==> src/design/crc_gen_pkg.sv <==
// constants shared by the programmable crc generator
// assumes a 32-bit avalon-mm slave with word addressing by byte address
package crc_gen_pkg;
	// register byte offsets
	localparam logic [4:0] OFS_CONTROL_ONE = 5'h00;
	localparam logic [4:0] OFS_CONTROL_TWO = 5'h04;
	localparam logic [4:0] OFS_POLY_TERMS_LOW = 5'h08;
	localparam logic [4:0] OFS_POLY_TERMS_HIGH = 5'h0C;
	localparam logic [4:0] OFS_FIFO_IN_LOW = 5'h10;
	localparam logic [4:0] OFS_FIFO_IN_HIGH = 5'h14;
	localparam logic [4:0] OFS_RESULT_LOW = 5'h18;
	localparam logic [4:0] OFS_RESULT_HIGH = 5'h1C;
	// control_one field positions
	localparam int BIT_MODULE_ENABLE = 15;
	localparam int BIT_IDLE_STOP = 13;
	localparam int BIT_COUNT_LSB = 8;
	localparam int BIT_FULL = 7;
	localparam int BIT_EMPTY = 6;
	localparam int BIT_IRQ_SEL = 5;
	localparam int BIT_START = 4;
	localparam int BIT_LSB_FIRST = 3;
	// control_two field positions
	localparam int BIT_WIDTH_LSB = 8;
	localparam int BIT_POLY_LENGTH_SEL_LSB = 0;
	// fifo depths by width band
	localparam logic [4:0] DEPTH_WIDE = 5'h04;
	localparam logic [4:0] DEPTH_MID = 5'h08;
	localparam logic [4:0] DEPTH_NARROW = 5'h10;
	localparam logic [4:0] WIDTH_MID_MIN = 5'h08;
	localparam logic [4:0] WIDTH_WIDE_MIN = 5'h10;
	localparam int FIFO_SLOTS = 16;
	localparam logic [5:0] BITS_PER_CYCLE = 6'h02;
	// reset values
	localparam logic [15:0] RST_HALF = 16'h0000;
	localparam logic [31:0] RST_WORD = 32'h0000_0000;
endpackage

==> src/design/crc_gen.sv <==
// programmable crc generator with data fifo and two-bit-per-cycle engine
// assumes an avalon-mm master on i_clk; byte enables select register lanes
//
// Decided for this implementation: the Avalon-MM interface to the registers and the register offsets.
`timescale 1ns/1ps
// How it works
// (RL1) polynomial order up to 32, length field holds highest exponent minus one
// (RL2) each set term bit inserts feedback xor at that engine bit
// (RL3) zero-order term always xored; its bit is not stored
// (RL4) order-n term always used; no storage bit for order 32
// (RL5) data width programmable 1 to 32 bits, independent of polynomial length
// (RL6) fifo depth 4 above width field 15, 8 for 8..15, 16 below 8
// (RL7) fifo takes byte writes; bits above configured width are dropped
// (RL8) count increments when byte holding width msb is written
// (RL9) software writes low data half before high half
// (RL10) while started with words pending, move word to buffer and decrement count
// (RL11) shift two bits per cycle until fifo drained, then clear start
// (RL12) full flag set when count equals depth for current width
// (RL13) empty flag set when count is zero
// (RL14) enable low empties fifo and forces count to zero
// (RL15) software waits a cycle after data write before reading count
// (RL16) direction zero shifts msb first, one shifts lsb first
// (RL17) direction only changes input order; result is a normal crc
// (RL18) irq select zero: interrupt on count going from one to zero
// (RL19) irq select one: interrupt on hardware start clear only
// (RL20) software enables, configures, preloads, clears result, starts, refills, reads
// (RL21) polynomial length is length field plus one
// (RL22) data width is width field plus one
// (RL23) enable low resets engine, pointers, data and result; config kept
// (RL24) result pair is the working shift register and initial remainder
module crc_gen
	import crc_gen_pkg::*;
#(
	parameter int ADDR_W = 5
)
(
	input wire logic i_clk,
	input wire logic i_rst,
	input wire logic [ADDR_W-1:0] i_address,
	input wire logic i_read,
	input wire logic i_write,
	input wire logic [3:0] i_byteenable,
	input wire logic [31:0] i_writedata,
	output logic [31:0] o_readdata,
	output logic o_waitrequest,
	output logic o_crc_irq
);
	// refuse an address bus too narrow to reach the register map
	if (ADDR_W < 5)
	begin : g_addr_check
		$error("ADDR_W must be at least 5");
	end

	// merge a written half word under its two byte enables
	function automatic logic [15:0] merge16(input logic [15:0] old, input logic [15:0] nw,
		input logic [1:0] be);
		merge16 = {be[1] ? nw[15:8] : old[15:8], be[0] ? nw[7:0] : old[7:0]};
	endfunction

	// mask of n+1 low ones
	function automatic logic [31:0] low_mask(input logic [4:0] n);
		low_mask = 32'hFFFF_FFFF >> (5'd31 - n);
	endfunction

	// one crc step: feedback from top bit of order n, poly taps below it
	function automatic logic [31:0] crc_bit(input logic [31:0] r, input logic d,
		input logic [31:0] taps, input logic [4:0] n);
		logic fb;
		logic [31:0] sh;
		fb = r[n] ^ d;
		sh = {r[30:0], 1'b0} & low_mask(n);
		crc_bit = fb ? (sh ^ taps) : sh;
	endfunction

	logic ack_reg;
	logic enable_reg;
	logic idle_stop_reg;
	logic irq_sel_reg;
	logic start_reg;
	logic lsb_first_reg;
	logic [4:0] width_sel_reg;
	logic [4:0] poly_length_sel_sel_reg;
	logic [31:1] poly_reg;
	logic [31:0] hold_reg;
	logic [31:0] result_reg;
	logic [31:0] fifo_mem [FIFO_SLOTS];
	logic [3:0] wr_ptr_reg;
	logic [3:0] rd_ptr_reg;
	logic [4:0] count_reg;
	logic busy_reg;
	logic [31:0] shift_reg;
	logic [5:0] left_reg;
	logic irq_reg;
	logic [31:0] readdata_reg;

	// bus handshake: one wait cycle, accepted on the second edge
	wire req = i_read | i_write;
	wire wr_fire = i_write & ack_reg;
	wire [4:0] addr = i_address[4:0];
	wire [ADDR_W-1:0] addr_hi = i_address >> 5;
	wire hit = (addr_hi == '0) && (addr[1:0] == 2'b00);
	wire wr_c1 = wr_fire && hit && addr == OFS_CONTROL_ONE;
	wire wr_c2 = wr_fire && hit && addr == OFS_CONTROL_TWO;
	wire wr_pl = wr_fire && hit && addr == OFS_POLY_TERMS_LOW;
	wire wr_ph = wr_fire && hit && addr == OFS_POLY_TERMS_HIGH;
	wire wr_dl = wr_fire && hit && addr == OFS_FIFO_IN_LOW;
	wire wr_dh = wr_fire && hit && addr == OFS_FIFO_IN_HIGH;
	wire wr_rl = wr_fire && hit && addr == OFS_RESULT_LOW;
	wire wr_rh = wr_fire && hit && addr == OFS_RESULT_HIGH;
	assign o_waitrequest = req & ~ack_reg;

	// fifo depth and flags from width band
	wire [4:0] depth = (width_sel_reg >= WIDTH_WIDE_MIN) ? DEPTH_WIDE :
		(width_sel_reg >= WIDTH_MID_MIN) ? DEPTH_MID : DEPTH_NARROW; // RL6
	wire full = (count_reg == depth); // RL12
	wire empty = (count_reg == 5'd0); // RL13

	// data entry: merged word and detection of the width's top byte
	wire [15:0] hold_lo_next = wr_dl ? merge16(hold_reg[15:0], i_writedata[15:0],
		i_byteenable[1:0]) : hold_reg[15:0];
	wire [15:0] hold_hi_next = wr_dh ? merge16(hold_reg[31:16], i_writedata[15:0],
		i_byteenable[1:0]) : hold_reg[31:16];
	wire [1:0] top_byte = width_sel_reg[4:3];
	wire top_written = (wr_dl && top_byte == 2'd0 && i_byteenable[0]) ||
		(wr_dl && top_byte == 2'd1 && i_byteenable[1]) ||
		(wr_dh && top_byte == 2'd2 && i_byteenable[0]) ||
		(wr_dh && top_byte == 2'd3 && i_byteenable[1]); // RL8
	wire push = enable_reg && top_written && !full;
	wire [31:0] push_word = {hold_hi_next, hold_lo_next} & low_mask(width_sel_reg); // RL7 RL22

	// engine control
	wire load = enable_reg && start_reg && !busy_reg && !empty; // RL10
	wire hw_done = enable_reg && start_reg && !busy_reg && empty; // RL11
	wire [31:0] fifo_head = fifo_mem[rd_ptr_reg];
	wire [5:0] width_bits = {1'b0, width_sel_reg} + 6'd1; // RL22
	wire [31:0] load_word = lsb_first_reg ? fifo_head :
		(fifo_head << (5'd31 - width_sel_reg)); // RL16
	wire [31:0] taps = ({poly_reg, 1'b1}) & low_mask(poly_length_sel_sel_reg); // RL2 RL3 RL4 RL21
	wire d0 = lsb_first_reg ? shift_reg[0] : shift_reg[31]; // RL16
	wire d1 = lsb_first_reg ? shift_reg[1] : shift_reg[30];
	wire [31:0] step1 = crc_bit(result_reg, d0, taps, poly_length_sel_sel_reg); // RL1 RL17
	wire [31:0] step2 = (left_reg >= BITS_PER_CYCLE) ? crc_bit(step1, d1, taps, poly_length_sel_sel_reg) :
		step1; // RL11
	wire [5:0] left_dec = (left_reg >= BITS_PER_CYCLE) ? left_reg - BITS_PER_CYCLE : 6'd0;
	wire irq_event = irq_sel_reg ? hw_done : (load && count_reg == 5'd1 && !push); // RL18 RL19

	// control_one readback
	wire [15:0] ctrl_one_rd = 16'h0000 | ({15'd0, enable_reg} << BIT_MODULE_ENABLE) |
		({15'd0, idle_stop_reg} << BIT_IDLE_STOP) | ({11'd0, count_reg} << BIT_COUNT_LSB) |
		({15'd0, full} << BIT_FULL) | ({15'd0, empty} << BIT_EMPTY) |
		({15'd0, irq_sel_reg} << BIT_IRQ_SEL) | ({15'd0, start_reg} << BIT_START) |
		({15'd0, lsb_first_reg} << BIT_LSB_FIRST);
	wire [15:0] ctrl_two_rd = ({11'd0, width_sel_reg} << BIT_WIDTH_LSB) |
		({11'd0, poly_length_sel_sel_reg} << BIT_POLY_LENGTH_SEL_LSB);
	wire [15:0] rd_half = !hit ? 16'h0000 :
		addr == OFS_CONTROL_ONE ? ctrl_one_rd :
		addr == OFS_CONTROL_TWO ? ctrl_two_rd :
		addr == OFS_POLY_TERMS_LOW ? {poly_reg[15:1], 1'b0} :
		addr == OFS_POLY_TERMS_HIGH ? poly_reg[31:16] :
		addr == OFS_FIFO_IN_LOW ? hold_reg[15:0] :
		addr == OFS_FIFO_IN_HIGH ? hold_reg[31:16] :
		addr == OFS_RESULT_LOW ? result_reg[15:0] :
		addr == OFS_RESULT_HIGH ? result_reg[31:16] : 16'h0000;
	wire [15:0] c1_w = merge16(ctrl_one_rd, i_writedata[15:0], i_byteenable[1:0]);
	wire [15:0] c2_w = merge16(ctrl_two_rd, i_writedata[15:0], i_byteenable[1:0]);
	wire [15:0] poly_lo_w = merge16({poly_reg[15:1], 1'b0}, i_writedata[15:0],
		i_byteenable[1:0]);

	// bus handshake and read data
	always_ff @(posedge i_clk)
	begin
		if (i_rst)
		begin
			ack_reg <= 1'b0;
			readdata_reg <= RST_WORD;
		end
		else
		begin
			ack_reg <= req & ~ack_reg;
			if (i_read && !ack_reg)
				readdata_reg <= {16'h0000, rd_half};
		end
	end
	assign o_readdata = readdata_reg;

	// configuration registers survive enable low
	always_ff @(posedge i_clk)
	begin
		if (i_rst)
		begin
			enable_reg <= 1'b0;
			idle_stop_reg <= 1'b0;
			irq_sel_reg <= 1'b0;
			lsb_first_reg <= 1'b0;
			width_sel_reg <= 5'd0;
			poly_length_sel_sel_reg <= 5'd0;
			poly_reg <= 31'd0;
		end
		else
		begin
			if (wr_c1)
			begin
				enable_reg <= c1_w[BIT_MODULE_ENABLE];
				idle_stop_reg <= c1_w[BIT_IDLE_STOP];
				irq_sel_reg <= c1_w[BIT_IRQ_SEL];
				lsb_first_reg <= c1_w[BIT_LSB_FIRST];
			end
			if (wr_c2)
			begin
				width_sel_reg <= c2_w[BIT_WIDTH_LSB +: 5]; // RL5
				poly_length_sel_sel_reg <= c2_w[BIT_POLY_LENGTH_SEL_LSB +: 5]; // RL1
			end
			if (wr_pl)
				poly_reg[15:1] <= poly_lo_w[15:1]; // RL3
			if (wr_ph)
				poly_reg[31:16] <= merge16(poly_reg[31:16], i_writedata[15:0],
					i_byteenable[1:0]); // RL4
		end
	end

	// fifo, pointers and count
	always_ff @(posedge i_clk)
	begin
		if (i_rst || !enable_reg)
		begin
			wr_ptr_reg <= 4'd0; // RL14 RL23
			rd_ptr_reg <= 4'd0;
			count_reg <= 5'd0;
			hold_reg <= RST_WORD;
		end
		else
		begin
			hold_reg <= {hold_hi_next, hold_lo_next};
			if (push)
			begin
				fifo_mem[wr_ptr_reg] <= push_word;
				wr_ptr_reg <= wr_ptr_reg + 4'd1;
			end
			if (load)
				rd_ptr_reg <= rd_ptr_reg + 4'd1; // RL10
			if (push && !load)
				count_reg <= count_reg + 5'd1; // RL8
			else if (load && !push)
				count_reg <= count_reg - 5'd1; // RL10
		end
	end

	// shift engine; result pair is the working remainder
	always_ff @(posedge i_clk)
	begin
		if (i_rst || !enable_reg)
		begin
			start_reg <= 1'b0; // RL23
			busy_reg <= 1'b0;
			shift_reg <= RST_WORD;
			left_reg <= 6'd0;
			result_reg <= RST_WORD;
			irq_reg <= 1'b0;
		end
		else
		begin
			irq_reg <= irq_event;
			if (wr_c1)
				start_reg <= c1_w[BIT_START];
			else if (hw_done)
				start_reg <= 1'b0; // RL11
			if (load)
			begin
				busy_reg <= 1'b1;
				shift_reg <= load_word;
				left_reg <= width_bits;
			end
			else if (busy_reg)
			begin
				shift_reg <= lsb_first_reg ? shift_reg >> 2 : shift_reg << 2;
				left_reg <= left_dec;
				busy_reg <= (left_dec != 6'd0);
			end
			if (wr_rl || wr_rh)
				result_reg <= {wr_rh ? merge16(result_reg[31:16], i_writedata[15:0],
					i_byteenable[1:0]) : result_reg[31:16], wr_rl ? merge16(result_reg[15:0],
					i_writedata[15:0], i_byteenable[1:0]) : result_reg[15:0]}; // RL24
			else if (busy_reg)
				result_reg <= step2; // RL24
		end
	end
	assign o_crc_irq = irq_reg;

	// checks on the engine and fifo
	AST_COUNT_BOUND: assert property (@(posedge i_clk) disable iff (i_rst)
		count_reg <= depth || $past(wr_c2)) else $error("count above depth"); // RL6
	AST_FULL_FLAG: assert property (@(posedge i_clk) disable iff (i_rst) // RL12
		(push && !load && count_reg == depth - 5'd1) |=> ctrl_one_rd[BIT_FULL])
		else $error("full flag missing");
	AST_EMPTY_FLAG: assert property (@(posedge i_clk) disable iff (i_rst) // RL13
		(load && !push && count_reg == 5'd1) |=> ctrl_one_rd[BIT_EMPTY])
		else $error("empty flag missing");
	AST_DISABLE_FLUSH: assert property (@(posedge i_clk) disable iff (i_rst)
		!enable_reg |=> count_reg == 5'd0 && !busy_reg && result_reg == 32'h0000_0000)
		else $error("disable did not flush"); // RL14
	AST_POP_DEC: assert property (@(posedge i_clk) disable iff (i_rst)
		(load && !push) |=> count_reg == $past(count_reg) - 5'd1 && busy_reg)
		else $error("pop did not decrement"); // RL10
	AST_PUSH_INC: assert property (@(posedge i_clk) disable iff (i_rst)
		(push && !load) |=> count_reg == $past(count_reg) + 5'd1)
		else $error("push did not increment"); // RL8
	AST_WORD_32_TIME: assert property (@(posedge i_clk) disable iff (i_rst || !enable_reg)
		(load && width_sel_reg == 5'd31) |=> busy_reg ##15 busy_reg ##1 !busy_reg)
		else $error("32-bit word not 16 cycles"); // RL11
	AST_AUTO_CLEAR: assert property (@(posedge i_clk) disable iff (i_rst)
		(hw_done && !wr_c1) |=> !start_reg) else $error("start not cleared"); // RL11
	AST_IRQ_EMPTY: assert property (@(posedge i_clk) disable iff (i_rst || !enable_reg)
		(!irq_sel_reg && load && count_reg == 5'd1 && !push) |=> o_crc_irq)
		else $error("no irq on count one to zero"); // RL18
	AST_IRQ_CAUSE: assert property (@(posedge i_clk) disable iff (i_rst)
		o_crc_irq |-> $past(irq_sel_reg) ? $past(hw_done) : $past(load))
		else $error("irq without cause"); // RL19
endmodule // crc_gen

==> config.mk <==
export PLATFORM = sky130hd
export DESIGN_NAME = crc_gen
export DESIGN_NICKNAME = d
export VERILOG_FILES = /design/src/design/crc_gen_pkg.sv /design/src/design/crc_gen.sv
export SDC_FILE = /design/constraint.sdc
export NUM_CORES = 1
export LEC_CHECK = 0
export BUFFER_PORTS_ARGS = -buffer_cell sky130_fd_sc_hd__buf_2
export CAP_MARGIN = 20
export CORE_ASPECT_RATIO = 1.5
export CORE_MARGIN = 5
export CORE_UTILIZATION = 35
export DETAILED_ROUTE_END_ITERATION = 8
export PLACE_DENSITY_LB_ADDON = 0.3
export SETUP_SLACK_MARGIN = 0.02
export SYNTH_ARGS = -nofsm -noshare
export SYNTH_HDL_FRONTEND = slang
export SYNTH_SLANG_ARGS = --single-unit
==> constraint.sdc <==
create_clock -name i_clk -period 4.03 [get_ports i_clk]
set_clock_uncertainty 0.05 [all_clocks]
set_input_delay 0.2015 -clock i_clk [delete_from_list [all_inputs] [get_ports i_clk]]
set_output_delay 0.2015 -clock i_clk [all_outputs]
set_load 0.1 [all_outputs]
-- After elaboration in Yosys (flattened, before gate mapping)
Memories as Yosys holds them, arrays and structs flattened. A register that Yosys moved wholly into a read port is not among the register bits.
Cells that the tools add are included.
- shift operators: 3
- add/subtract/negate cells: 8
- multipliers: 0
- reductions and logical operators: 57
- multiplexer cells: 55
- order comparisons: 4
- div/mod/pow operators: 0
- bitwise gates (word level): 20
- eq/ne operators: 16
- operator list (cell ; count):
    two-way mux 32 bit ; 9
    two-way mux 16 bit ; 13
    AND 32 bit ; 4
    >> shifter 32 x 5 -> 32 bit (first input constant) ; 2
    bitwise XOR 32 bit ; 2
    two-way mux 8 bit ; 7
    left shift 32 x 5 -> 32 bit ; 1
    two-way mux 5 bit ; 6
    logical AND 1 bit ; 28
    two-way mux 6 bit ; 4
    == test 5 bit (second input constant) ; 4
    OR 16 x 13 -> 16 bit ; 1
    OR 16 x 14 -> 16 bit ; 1
    OR 16 x 4 -> 16 bit ; 1
    OR 16 x 5 -> 16 bit ; 1
    OR 16 x 6 -> 16 bit ; 1
    OR 16 x 7 -> 16 bit ; 1
    OR 16 x 8 -> 16 bit ; 1
    OR 13 x 5 -> 13 bit ; 1
    two-way mux 1 bit ; 12
    AND reduction 3 bit ; 4
    binary-select mux 1 bit (select 5 bit) ; 2
    == test 5 x 4 -> 1 bit (second input constant) ; 2
    zero test 5 bit ; 2
    27 further kinds ; 53
- register bits: 180
- memory bits (read-only): 0
- output and inout bits: 34
- RAM bits: 512
- input bits: 45
- latch bits: 0
- memories: 1
- word-level logic and storage cells: 189
- memories (name ; words ; width ; read ports ; clocked after memory_dff ; wr ports ; RTL line ; source):
    fifo_mem ; 16 ; 32 ; 1 ; 1 ; 1 ; crc_gen.sv:86 ; logic [31:0] fifo_mem [FIFO_SLOTS];

-- Depth between registers and ports, before layout
Gate-level depths: netlist of the first run.
- depth after elaboration: 14
- depth in mapped cells: 19

-- Least setup slack after synthesis of the first run
No wires, ideal clock.
- path type: reg-to-reg
- from: reg poly_length_sel_sel_reg[2]
- to: reg result_reg[7]
- period minus slack after synthesis: 4175 ps
- setup time: 127 ps
- arrival: 3998 ps
- data required time: 3853 ps
- path buffers: 4
- stages on the path, launching flop included: 18
- path slack: -145 ps
- path through: dfxtp_1 > buf_2 > or3b_1 > o221ai_1 > and3b_1 > buf_4 > a21oi_4 > buf_4 > mux2i_1 > mux2i_1 > a2111oi_4 > nand4b_4 > nor4_4 > xor2_1 > buf_4 > a21oi_1 > a41o_1 > or3_1
- cells in the longest elaborated chain, start to end: 12
- elaborated cells between the ends (all ways): 18
- classes of those cells: add/sub (1); shift (1); mux (9); bitwise (7)
- RTL lines (item ; RTL line ; source):
    start: declaration ; crc_gen.sv:82 ; logic [4:0] poly_length_sel_sel_reg;
    start signal: assignment ; crc_gen.sv:211 ; poly_length_sel_sel_reg <= c2_w[BIT_POLY_LENGTH_SEL_LSB +: 5];
    subtractor 5 bit ; crc_gen.sv:62 ; low_mask = 32'hFFFF_FFFF >> (5'd31 - n);
    >> shifter 32 x 5 -> 32 bit ; crc_gen.sv:62 ;
    AND 32 bit (on tied branches) ; crc_gen.sv:71, crc_gen.sv:138 ;
    bitwise XOR 32 bit ; crc_gen.sv:72 ; crc_bit = fb ? (sh ^ taps) : sh;
    two-way mux 32 bit ; crc_gen.sv:72 ;
    binary-select mux 1 bit (select 5 bit) ; crc_gen.sv:70 ; fb = r[n] ^ d;
    two-way mux 1 bit (implied by the code) ; crc_gen.sv:70 ;
    bitwise XOR 1 bit ; crc_gen.sv:70 ;
    two-way mux 32 bit ; crc_gen.sv:72 ;
    two-way mux 32 bit (*) ; crc_gen.sv:142 ; wire [31:0] step2 = (left_reg >= BITS_PER_CYCLE) ? crc_bit(step1, d1, taps, poly_length_sel_sel_reg) :
    two-way mux 32 bit (*) ; crc_gen.sv:283 ; else if (busy_reg)
    two-way mux 32 bit (*) ; crc_gen.sv:279 ; if (wr_rl || wr_rh)
    end signal: assignment ; crc_gen.sv:280 ; result_reg <= {wr_rh ? merge16(result_reg[31:16], i_writedata[15:0],
    end signal: assignment ; crc_gen.sv:284 ; result_reg <= step2;
    end: declaration ; crc_gen.sv:85 ; logic [31:0] result_reg;
Mark *: on every way between the ends. The rest lies on a longest branch, timed or not. The select of a mux whose other input is x is not followed.
A chain may end at the register's enable or synchronous reset.

-- Worst setup path after layout of the first run
- from: reg poly_length_sel_sel_reg[0]
- to: reg result_reg[7]
The elaborated chain is that of the path after synthesis.

==> flow_metrics.tcl, run 1 <==
set metrics [dict create \
    path_class "register to register" \
    power-per-cell-area_nw_per_um2 361 \
    final_nets 2945 \
    avg_synthesized_cell_area_um2 12.5 \
    largest_register_ff_count 512 \
    intPower_mw 11.3 \
    post-synth-top-area-cell "edfxtp_1" \
    finalMaxSlewViolations 0 \
    synth_top_cell_area_share 0.465 \
    synthesis.instances 2644 \
    crit_path_end_kind "register" \
    io_buffer_count 44 \
    clk_root_buffer_cell "clkbuf_16" \
    numCtsBuffers 69 \
    multiplexer_fraction_of_the_synthesized_cell_area 0.164 \
    synth.ff_latch_count 696 \
    run_status "finished, violations left" \
    max_stage_delay_ns 0.39 \
    route.detailed.vias_per_inst 5.80 \
    grt_pass1_vias 24700 \
    layout-drive-gt1-share 0.261 \
    fillerInstances 8599 \
    drv_cap 0 \
    floorplan.initialDensity 0.351 \
    insertedDiodeCount 0 \
    failed_checks "negative setup slack" \
    seqPwrFrac 0.526 \
    cts_max_path_bufs 3 \
    final_total_negative_setup_slack_ns -5.61 \
    count_of_nets_left_with_antenna_violations_after_detail_routing 0 \
    routed_wl_um 115000 \
    stdcell_area_um2 40000 \
    min_path_type "input port to register" \
    max-vdd-ir-drop_uv 259 \
    detail_route.drc_violations 0 \
    core_area_um2 94100 \
    die_h_um 386 \
    ff_latch_area_um2 19100 \
    largest-register "fifo_mem" \
    async_reset_ff_frac 0 \
    cts_tree "yes" \
    crit_chain "buf_6 > or3b_4 > o221ai_4 > and3b_2 > a21oi_4 > buf_12 > buf_12 > buf_8 > mux2i_4 > mux2i_1 > o311a_1 > a221oi_4 > nor4_4 > buf_4 > xor2_4 > buf_12 > buf_4 > a21oi_2 > a41o_1 > or3_1" \
    power.share.clock 0.458 \
    dr.pass1.iters 7 \
    synthFlopType "edfxtp_1" \
    cp_common_cell "buf_12" \
    synth_simple_gate_area_frac 0.106 \
    period_share 1.07 \
    leakagePower_nw 12.5 \
    grt_start_max_net_pins 71 \
    crit_path_top_delay_cell "or3b_4" \
    detailroute.via_count 24400 \
    area_growth_syn_to_layout_pct 20.9 \
    synth-compound-area-share 0.107 \
    synthTopCellsByArea "edfxtp_1, mux4_2, dfxtp_1" \
    synthesis.area_um2 33000 \
    die_width_um 261 \
    critical_path.startpoint_type "register" \
    grt_pass1_wl_um 167000 \
    routed_wire_length_per_instance_um 27.4 \
    cts-htree-levels 3 \
    number_of_synthesized_flops_with_an_enable_pin 512 \
    tightestPinTransition_ns 1.15 \
    synth_xor_area_frac 0.0106 \
    drtIter0Drc 2268 \
    multi_input_area_um2 13700 \
    finalCriticalPeriod_ns 4.32 \
    fp.dieArea_um2 101000 \
    yosys.area_share.adder 0.00568 \
    number_of_placed_i_o_pins 79 \
    grt_overflow_total 0 \
    gp_congestion 0.966 \
    clkTransAtPathRegs_ns 0.07 \
    slew_headroom 0.230 \
    row_count 138 \
    hold_violation_total_from_the_final_report 0 \
    p_sw_frac 0.216 \
    fmax_ghz 0.232 \
    cts.sinks 696 \
    power.switching_mw 3.12 \
    combinationalPowerShare 0.016 \
    timing.critical_path.fanout_max 8 \
    final-setup-viol-count 31 \
    final_critical_path_setup_slack_ns -0.289 \
    grt_use_total 0.225 \
    grt_setup_unrepaired "yes" \
    placement.cell_area_um2 36700 \
    synth.yosys.warnings 0 \
    post-dp-hpwl_um 79500 \
    regToRegSetupSlack_ns -0.29 \
    synth.yosys.seq_area_share 0.577 \
    timing.critical_path.required_ns 4.51 \
    worst-endpoint-arrival_ns 4.80 \
    clkLatencyLatePin_ns 0.67 \
    initial_antenna_violation_count 2 \
    netlist-cell-type-count 85 \
    main_combinational_cell_family_by_area_after_synthesis "multiplexers" \
]
cells in the final DEF, fill, tap and decap left out, types with 20 or more instances in the layout:
master,n
a21oi_1,164
mux2i_1,118
mux2_2,27
edfxtp_1,512
nor2_1,220
buf_2,44
nand2_1,305
buf_12,34
nand3_1,63
nor3_1,20
o21ai_0,94
a22oi_1,35
clkbuf_16,70
mux4_2,167
a31oi_1,41
and3_1,20
a221oi_1,34
dfxtp_1,176
inv_1,23
dlygate4sd3_1,20
buf_4,248
cells by family (layout without fill, tap and decap cells):
| logic type | Yosys count | in the layout |
|---|---|---|
| xor+xnor | 40 | 40 |
| compound gates | 546 | 546 |
| simple gates | 781 | 781 |
| other cells | 1 | 16 |
| fa+ha+maj | 15 | 15 |
| flops | 696 | 696 |
| buf+inv | 235 | 514 |
| mux | 330 | 330 |
final cells by class:
| class | instances | area share |
|---|---|---|
| clock inverter | 38 | 0.0117 |
| multi-input combinational | 1728 | 0.344 |
| inverter | 27 | 0.00254 |
| sequential | 696 | 0.477 |
| timing repair buffer | 363 | 0.0793 |
| clock buffer | 86 | 0.0456 |
| tap | 1260 | 0.0395 |
cell usage after synthesis, types with 20 or more instances:
library cell and number:
a21oi_1 173, o21ai_1 20, edfxtp_1 512, buf_1 41, mux4_2 167, nand3_1 65
a211oi_1 22, xor2_1 21, nor3_1 23, and3_1 28, nand2_1 305, a22oi_1 38
mux2i_1 134, a31oi_1 41, clkbuf_1 137, nor2_1 238, mux2_2 28, a221oi_1 39
inv_1 23, dfxtp_1 184, o21ai_0 97
power groups by stage:
stage	Combinational [mW]	Clock [mW]	Sequential (mW)
6_report	0.234	6.60	7.58
5_1_grt	0.240	7.03	7.58
4_1_cts	0.229	6.75	7.58
2_1_floorplan	0.133	0	7.75
3_3_place_gp	0.213	0	7.74
3_5_place_dp	0.214	0	7.74
worst paths after layout:
check	startpoint	cells past startpoint	endpoint
setup reg to reg	poly_length_sel_sel_reg[0]$_SDFFE_PP0P_	20	result_reg[7]$_SDFFE_PP0P_
hold / removal	i_byteenable[1]	4	poly_reg[24]$_SDFFE_PP0P_
setup / recovery	poly_length_sel_sel_reg[0]$_SDFFE_PP0P_	20	result_reg[7]$_SDFFE_PP0P_
hold reg to reg	ack_reg$_SDFF_PP0_	1	ack_reg$_SDFF_PP0_
stage by stage:
step                      hold WS [ns]  power (mW)  setup slack [ns]  utilization  cells
after CTS                      0.00741        14.6            -0.268        0.420   4178
after global placement           0.397        7.95            -0.587        0.390   4023
after floorplan                  0.295        7.88           0.00993            -   2659
final                           0.0519        14.4            -0.289        0.425   4198
after global routing            0.0344        14.8            -0.437        0.425   4198
after detailed placement         0.404        7.96            -0.614        0.390   4024
metal layers:
| layer | routed length [µm] | vias up | GRT usage |
|---|---|---|---|
| li1 | - | 10600 | - |
| met1 | 41100 | 12400 | 0.249 |
| met2 | 59300 | 1022 | 0.403 |
| met3 | 6170 | 357 | 0.0350 |
| met4 | 8640 | 0 | 0.141 |
| met5 | 0 | - | 0 |
worst max-delay path, delay by kind of cell, from the launching register on:
family	cells	cell delay, ns
buffers and inverters	7	1.01
muxes	2	0.50
xor gates and xnor gates	1	0.17
AOI/OAI and AO/OA	6	0.87
DFF	1	0.38
and+or+nand+nor	4	1.22
repair_timing:
item | CTS | global route
gates resized for setup | 45 | 57
pin swaps | 17 | 28
hold buffers | 20 | 0
setup buffers | 10 | 14
setup endpoints to repair | 32 | 40
endpoints found under the hold margin | 78 | 0
Power figures use the tool's default switching activity.
==> run 2: changes to the inputs <==
--- a/config.mk
+++ b/config.mk
@@ -7,10 +7,11 @@
 export LEC_CHECK = 0
 export BUFFER_PORTS_ARGS = -buffer_cell sky130_fd_sc_hd__buf_2
 export CAP_MARGIN = 20
-export CORE_ASPECT_RATIO = 1.5
+export CORE_ASPECT_RATIO = 0.7
 export CORE_MARGIN = 5
 export CORE_UTILIZATION = 35
 export DETAILED_ROUTE_END_ITERATION = 8
+export GPL_TIMING_DRIVEN = 0
 export PLACE_DENSITY_LB_ADDON = 0.3
 export SETUP_SLACK_MARGIN = 0.02
 export SYNTH_ARGS = -nofsm -noshare
==> run 2 against run 1 <==
Against the previous run:
- the flow still finishes with violations (negative setup slack)
- critical path depth fell by 2
- flip-flop and latch count did not move
- worst hold slack improved by 0.058 ns
- global-route usage rose by 1.6 points
- combinational power rose by 11%
- sequential share of layout area rose by 0.41 points
- first-iteration DRC count rose by 85%
- non-clock buffer count fell by 12
- power rose by 2.1%
- clock power rose by 4.1%
- wire length rose by 7.5%
==> flow_metrics.tcl, run 2 (same netlist as run 1, synthesis figures left out) <==
set metrics [dict create \
    gp_congestion 1.04 \
    dp_worst_setup_slack_ns -2.41 \
    worstHoldStart "i_rst" \
    worst-r2r-cell-count 18 \
    grt_use_total 0.241 \
    layout.cells.most_common "edfxtp_1" \
    finalMaxSlewViolations 0 \
    power-per-cell-area_nw_per_um2 372 \
    routed_wl_um 124000 \
    grt_start_max_net_pins 21 \
    path_class "register to register" \
    cts.sinks 696 \
    timing.critical_path.required_ns 4.54 \
    final_critical_path_setup_slack_ns -0.683 \
    fp.dieArea_um2 101000 \
    area_growth_syn_to_layout_pct 19.8 \
    fmax_ghz 0.212 \
    clk_root_buffer_cell "clkbuf_16" \
    final_nets 2934 \
    critical_path.n_buffers_inverters 5 \
    die_width_um 377 \
    crit_family "simple AND/OR/NAND/NOR gates" \
    detailroute.via_count 25300 \
    detail_route.drc_violations 0 \
    critical_path.endpoint "result_reg[8]$_SDFFE_PP0P_" \
    largest-register "fifo_mem" \
    slew_headroom 0.236 \
    grt_util_met2 0.311 \
    placement.cell_area_um2 35800 \
    crit_path_top_delay_cell "dfxtp_2" \
    numCtsBuffers 70 \
    grt_pass1_vias 23100 \
    drtIter0Drc 4201 \
    cts_max_path_bufs 3 \
    tightestPinTransition_ns 1.15 \
    global_route.peak_usage_layer "met1" \
    power_mw 14.7 \
    grt_setup_unrepaired "yes" \
    hold_violation_total_from_the_final_report 0 \
    initial_antenna_violation_count 2 \
    drv_cap 0 \
    crit_path_from "poly_length_sel_sel_reg[1]$_SDFFE_PP0P_" \
    fillerInstances 8653 \
    die_h_um 267 \
    finalCriticalPeriod_ns 4.71 \
    period_share 1.17 \
    grt_overflow_total 0 \
    timing.critical_path.fanout_max 10 \
    stdcell_area_um2 39600 \
    leakagePower_nw 12.0 \
    row_count 94 \
    critical_path.startpoint_type "register" \
    regToRegSetupSlack_ns -0.68 \
    final-setup-viol-count 32 \
    crit_chain "buf_6 > mux2i_1 > o221ai_4 > and3b_1 > buf_6 > a21oi_4 > buf_12 > buf_12 > mux2i_4 > mux2i_1 > or4_1 > and4_4 > nor4_4 > xor2_2 > buf_6 > mux2i_1 > a31oi_1 > a2111oi_1" \
    run_status "finished, violations left" \
    grt_pass1_wl_um 174000 \
    count_of_nets_left_with_antenna_violations_after_detail_routing 0 \
    routed_wire_length_per_instance_um 29.6 \
    core_area_um2 93900 \
    met1_track_usage_gr 0.381 \
    post-dp-hpwl_um 88900 \
    critical_path_depth 18 \
    largest_register_ff_count 512 \
    floorplan.initialDensity 0.352 \
    layout.cells.most_common_list "edfxtp_1, nand2_1, nor2_1" \
    critical_path.reg2reg.startpoint "poly_length_sel_sel_reg[1]$_SDFFE_PP0P_" \
    dr.pass1.iters 7 \
    clkTransAtPathRegs_ns 0.07 \
    failed_checks "negative setup slack" \
    grt.met3_usage 0.0811 \
    min_path_type "input port to register" \
    max_stage_delay_ns 0.49 \
    layout-drive-gt1-share 0.219 \
    route.detailed.vias_per_inst 6.06 \
    cts-htree-levels 3 \
    clkLatencyLatePin_ns 0.68 \
    worst-endpoint-arrival_ns 5.22 \
    insertedDiodeCount 0 \
    max-vdd-ir-drop_uv 331 \
    io_buffer_count 44 \
    holdWs_ns 0.110 \
    number_of_placed_i_o_pins 79 \
    timing.rr.end "result_reg[8]$_SDFFE_PP0P_" \
    crit_path_end_kind "register" \
    cts_tree "yes" \
]
-- run 2: cell type report --
type | count | area, µm² | area share
flip-flops and latches | 696 | 19100 | 0.482
multi-input cells | 1728 | 13900 | 0.351
clock buffers | 90 | 1880 | 0.0474
well taps | 1248 | 1560 | 0.0394
repair buffers | 148 | 1470 | 0.0371
plain buffers | 203 | 1120 | 0.0283
clock inverters | 37 | 488 | 0.0123
inverters | 27 | 101 | 0.00256
-- run 2: report_power, final --
part | leakage, nW | total [mW] | internal (mW) | switching [mW]
clock network | 1.14 | 6.87 | 3.92 | 2.95
registers | 5.72 | 7.59 | 7.58 | 0.00167
logic | 5.10 | 0.259 | 0.0541 | 0.205
-- run 2: what timing repair did --
item,4_1_cts,5_1_grt
hold buffers,21,0
endpoints found under the setup margin,63,132
pin swaps,34,46
endpoints found under the hold margin,72,0
resized for setup,168,115
cloned,2,0
setup buffers,21,16
-- run 2: how the worst min path moves through the flow --
stage | endpoint | slack, ns | cells after the start
CTS | result_reg[29]$_SDFFE_PP0P_ | 0.05 | 4
global route | result_reg[29]$_SDFFE_PP0P_ | 0.07 | 4
finish | result_reg[29]$_SDFFE_PP0P_ | 0.11 | 4
floorplan | poly_length_sel_sel_reg[2]$_SDFFE_PP0P_ | 0.30 | 2
detailed placement | o_readdata[2]$_SDFFE_PP0P_ | 0.40 | 2
global placement | o_readdata[2]$_SDFFE_PP0P_ | 0.39 | 2
-- run 2: metrics by stage --
stage,setup TNS (ns),utilization,std cells
floorplan,0,-,2659
global placement,-1626.29,0.373,3951
detailed placement,-92.81,0.381,3988
CTS,-17.28,0.417,4157
global route,-20.79,0.422,4177
finish,-19.22,0.422,4177
-- run 2: metal layers --
| layer | routed length, µm | up-vias |
|---|---|---|
| met5 | 79 | - |
| met4 | 2940 | 2 |
| met3 | 16500 | 206 |
| met2 | 47900 | 1621 |
| met1 | 56400 | 12900 |
| li1 | - | 10600 |
-- run 2: worst reg2reg max path: stages, from the launching register on --
cell	delay (ns)
dfxtp_2	0.49
buf_6	0.23
mux2i_1	0.15
o221ai_4	0.32
and3b_1	0.23
buf_6	0.12
a21oi_4	0.15
buf_12	0.17
buf_12	0.15
mux2i_4	0.26
mux2i_1	0.11
or4_1	0.44
and4_4	0.22
nor4_4	0.38
xor2_2	0.26
buf_6	0.17
mux2i_1	0.19
a31oi_1	0.12
a2111oi_1	0.38
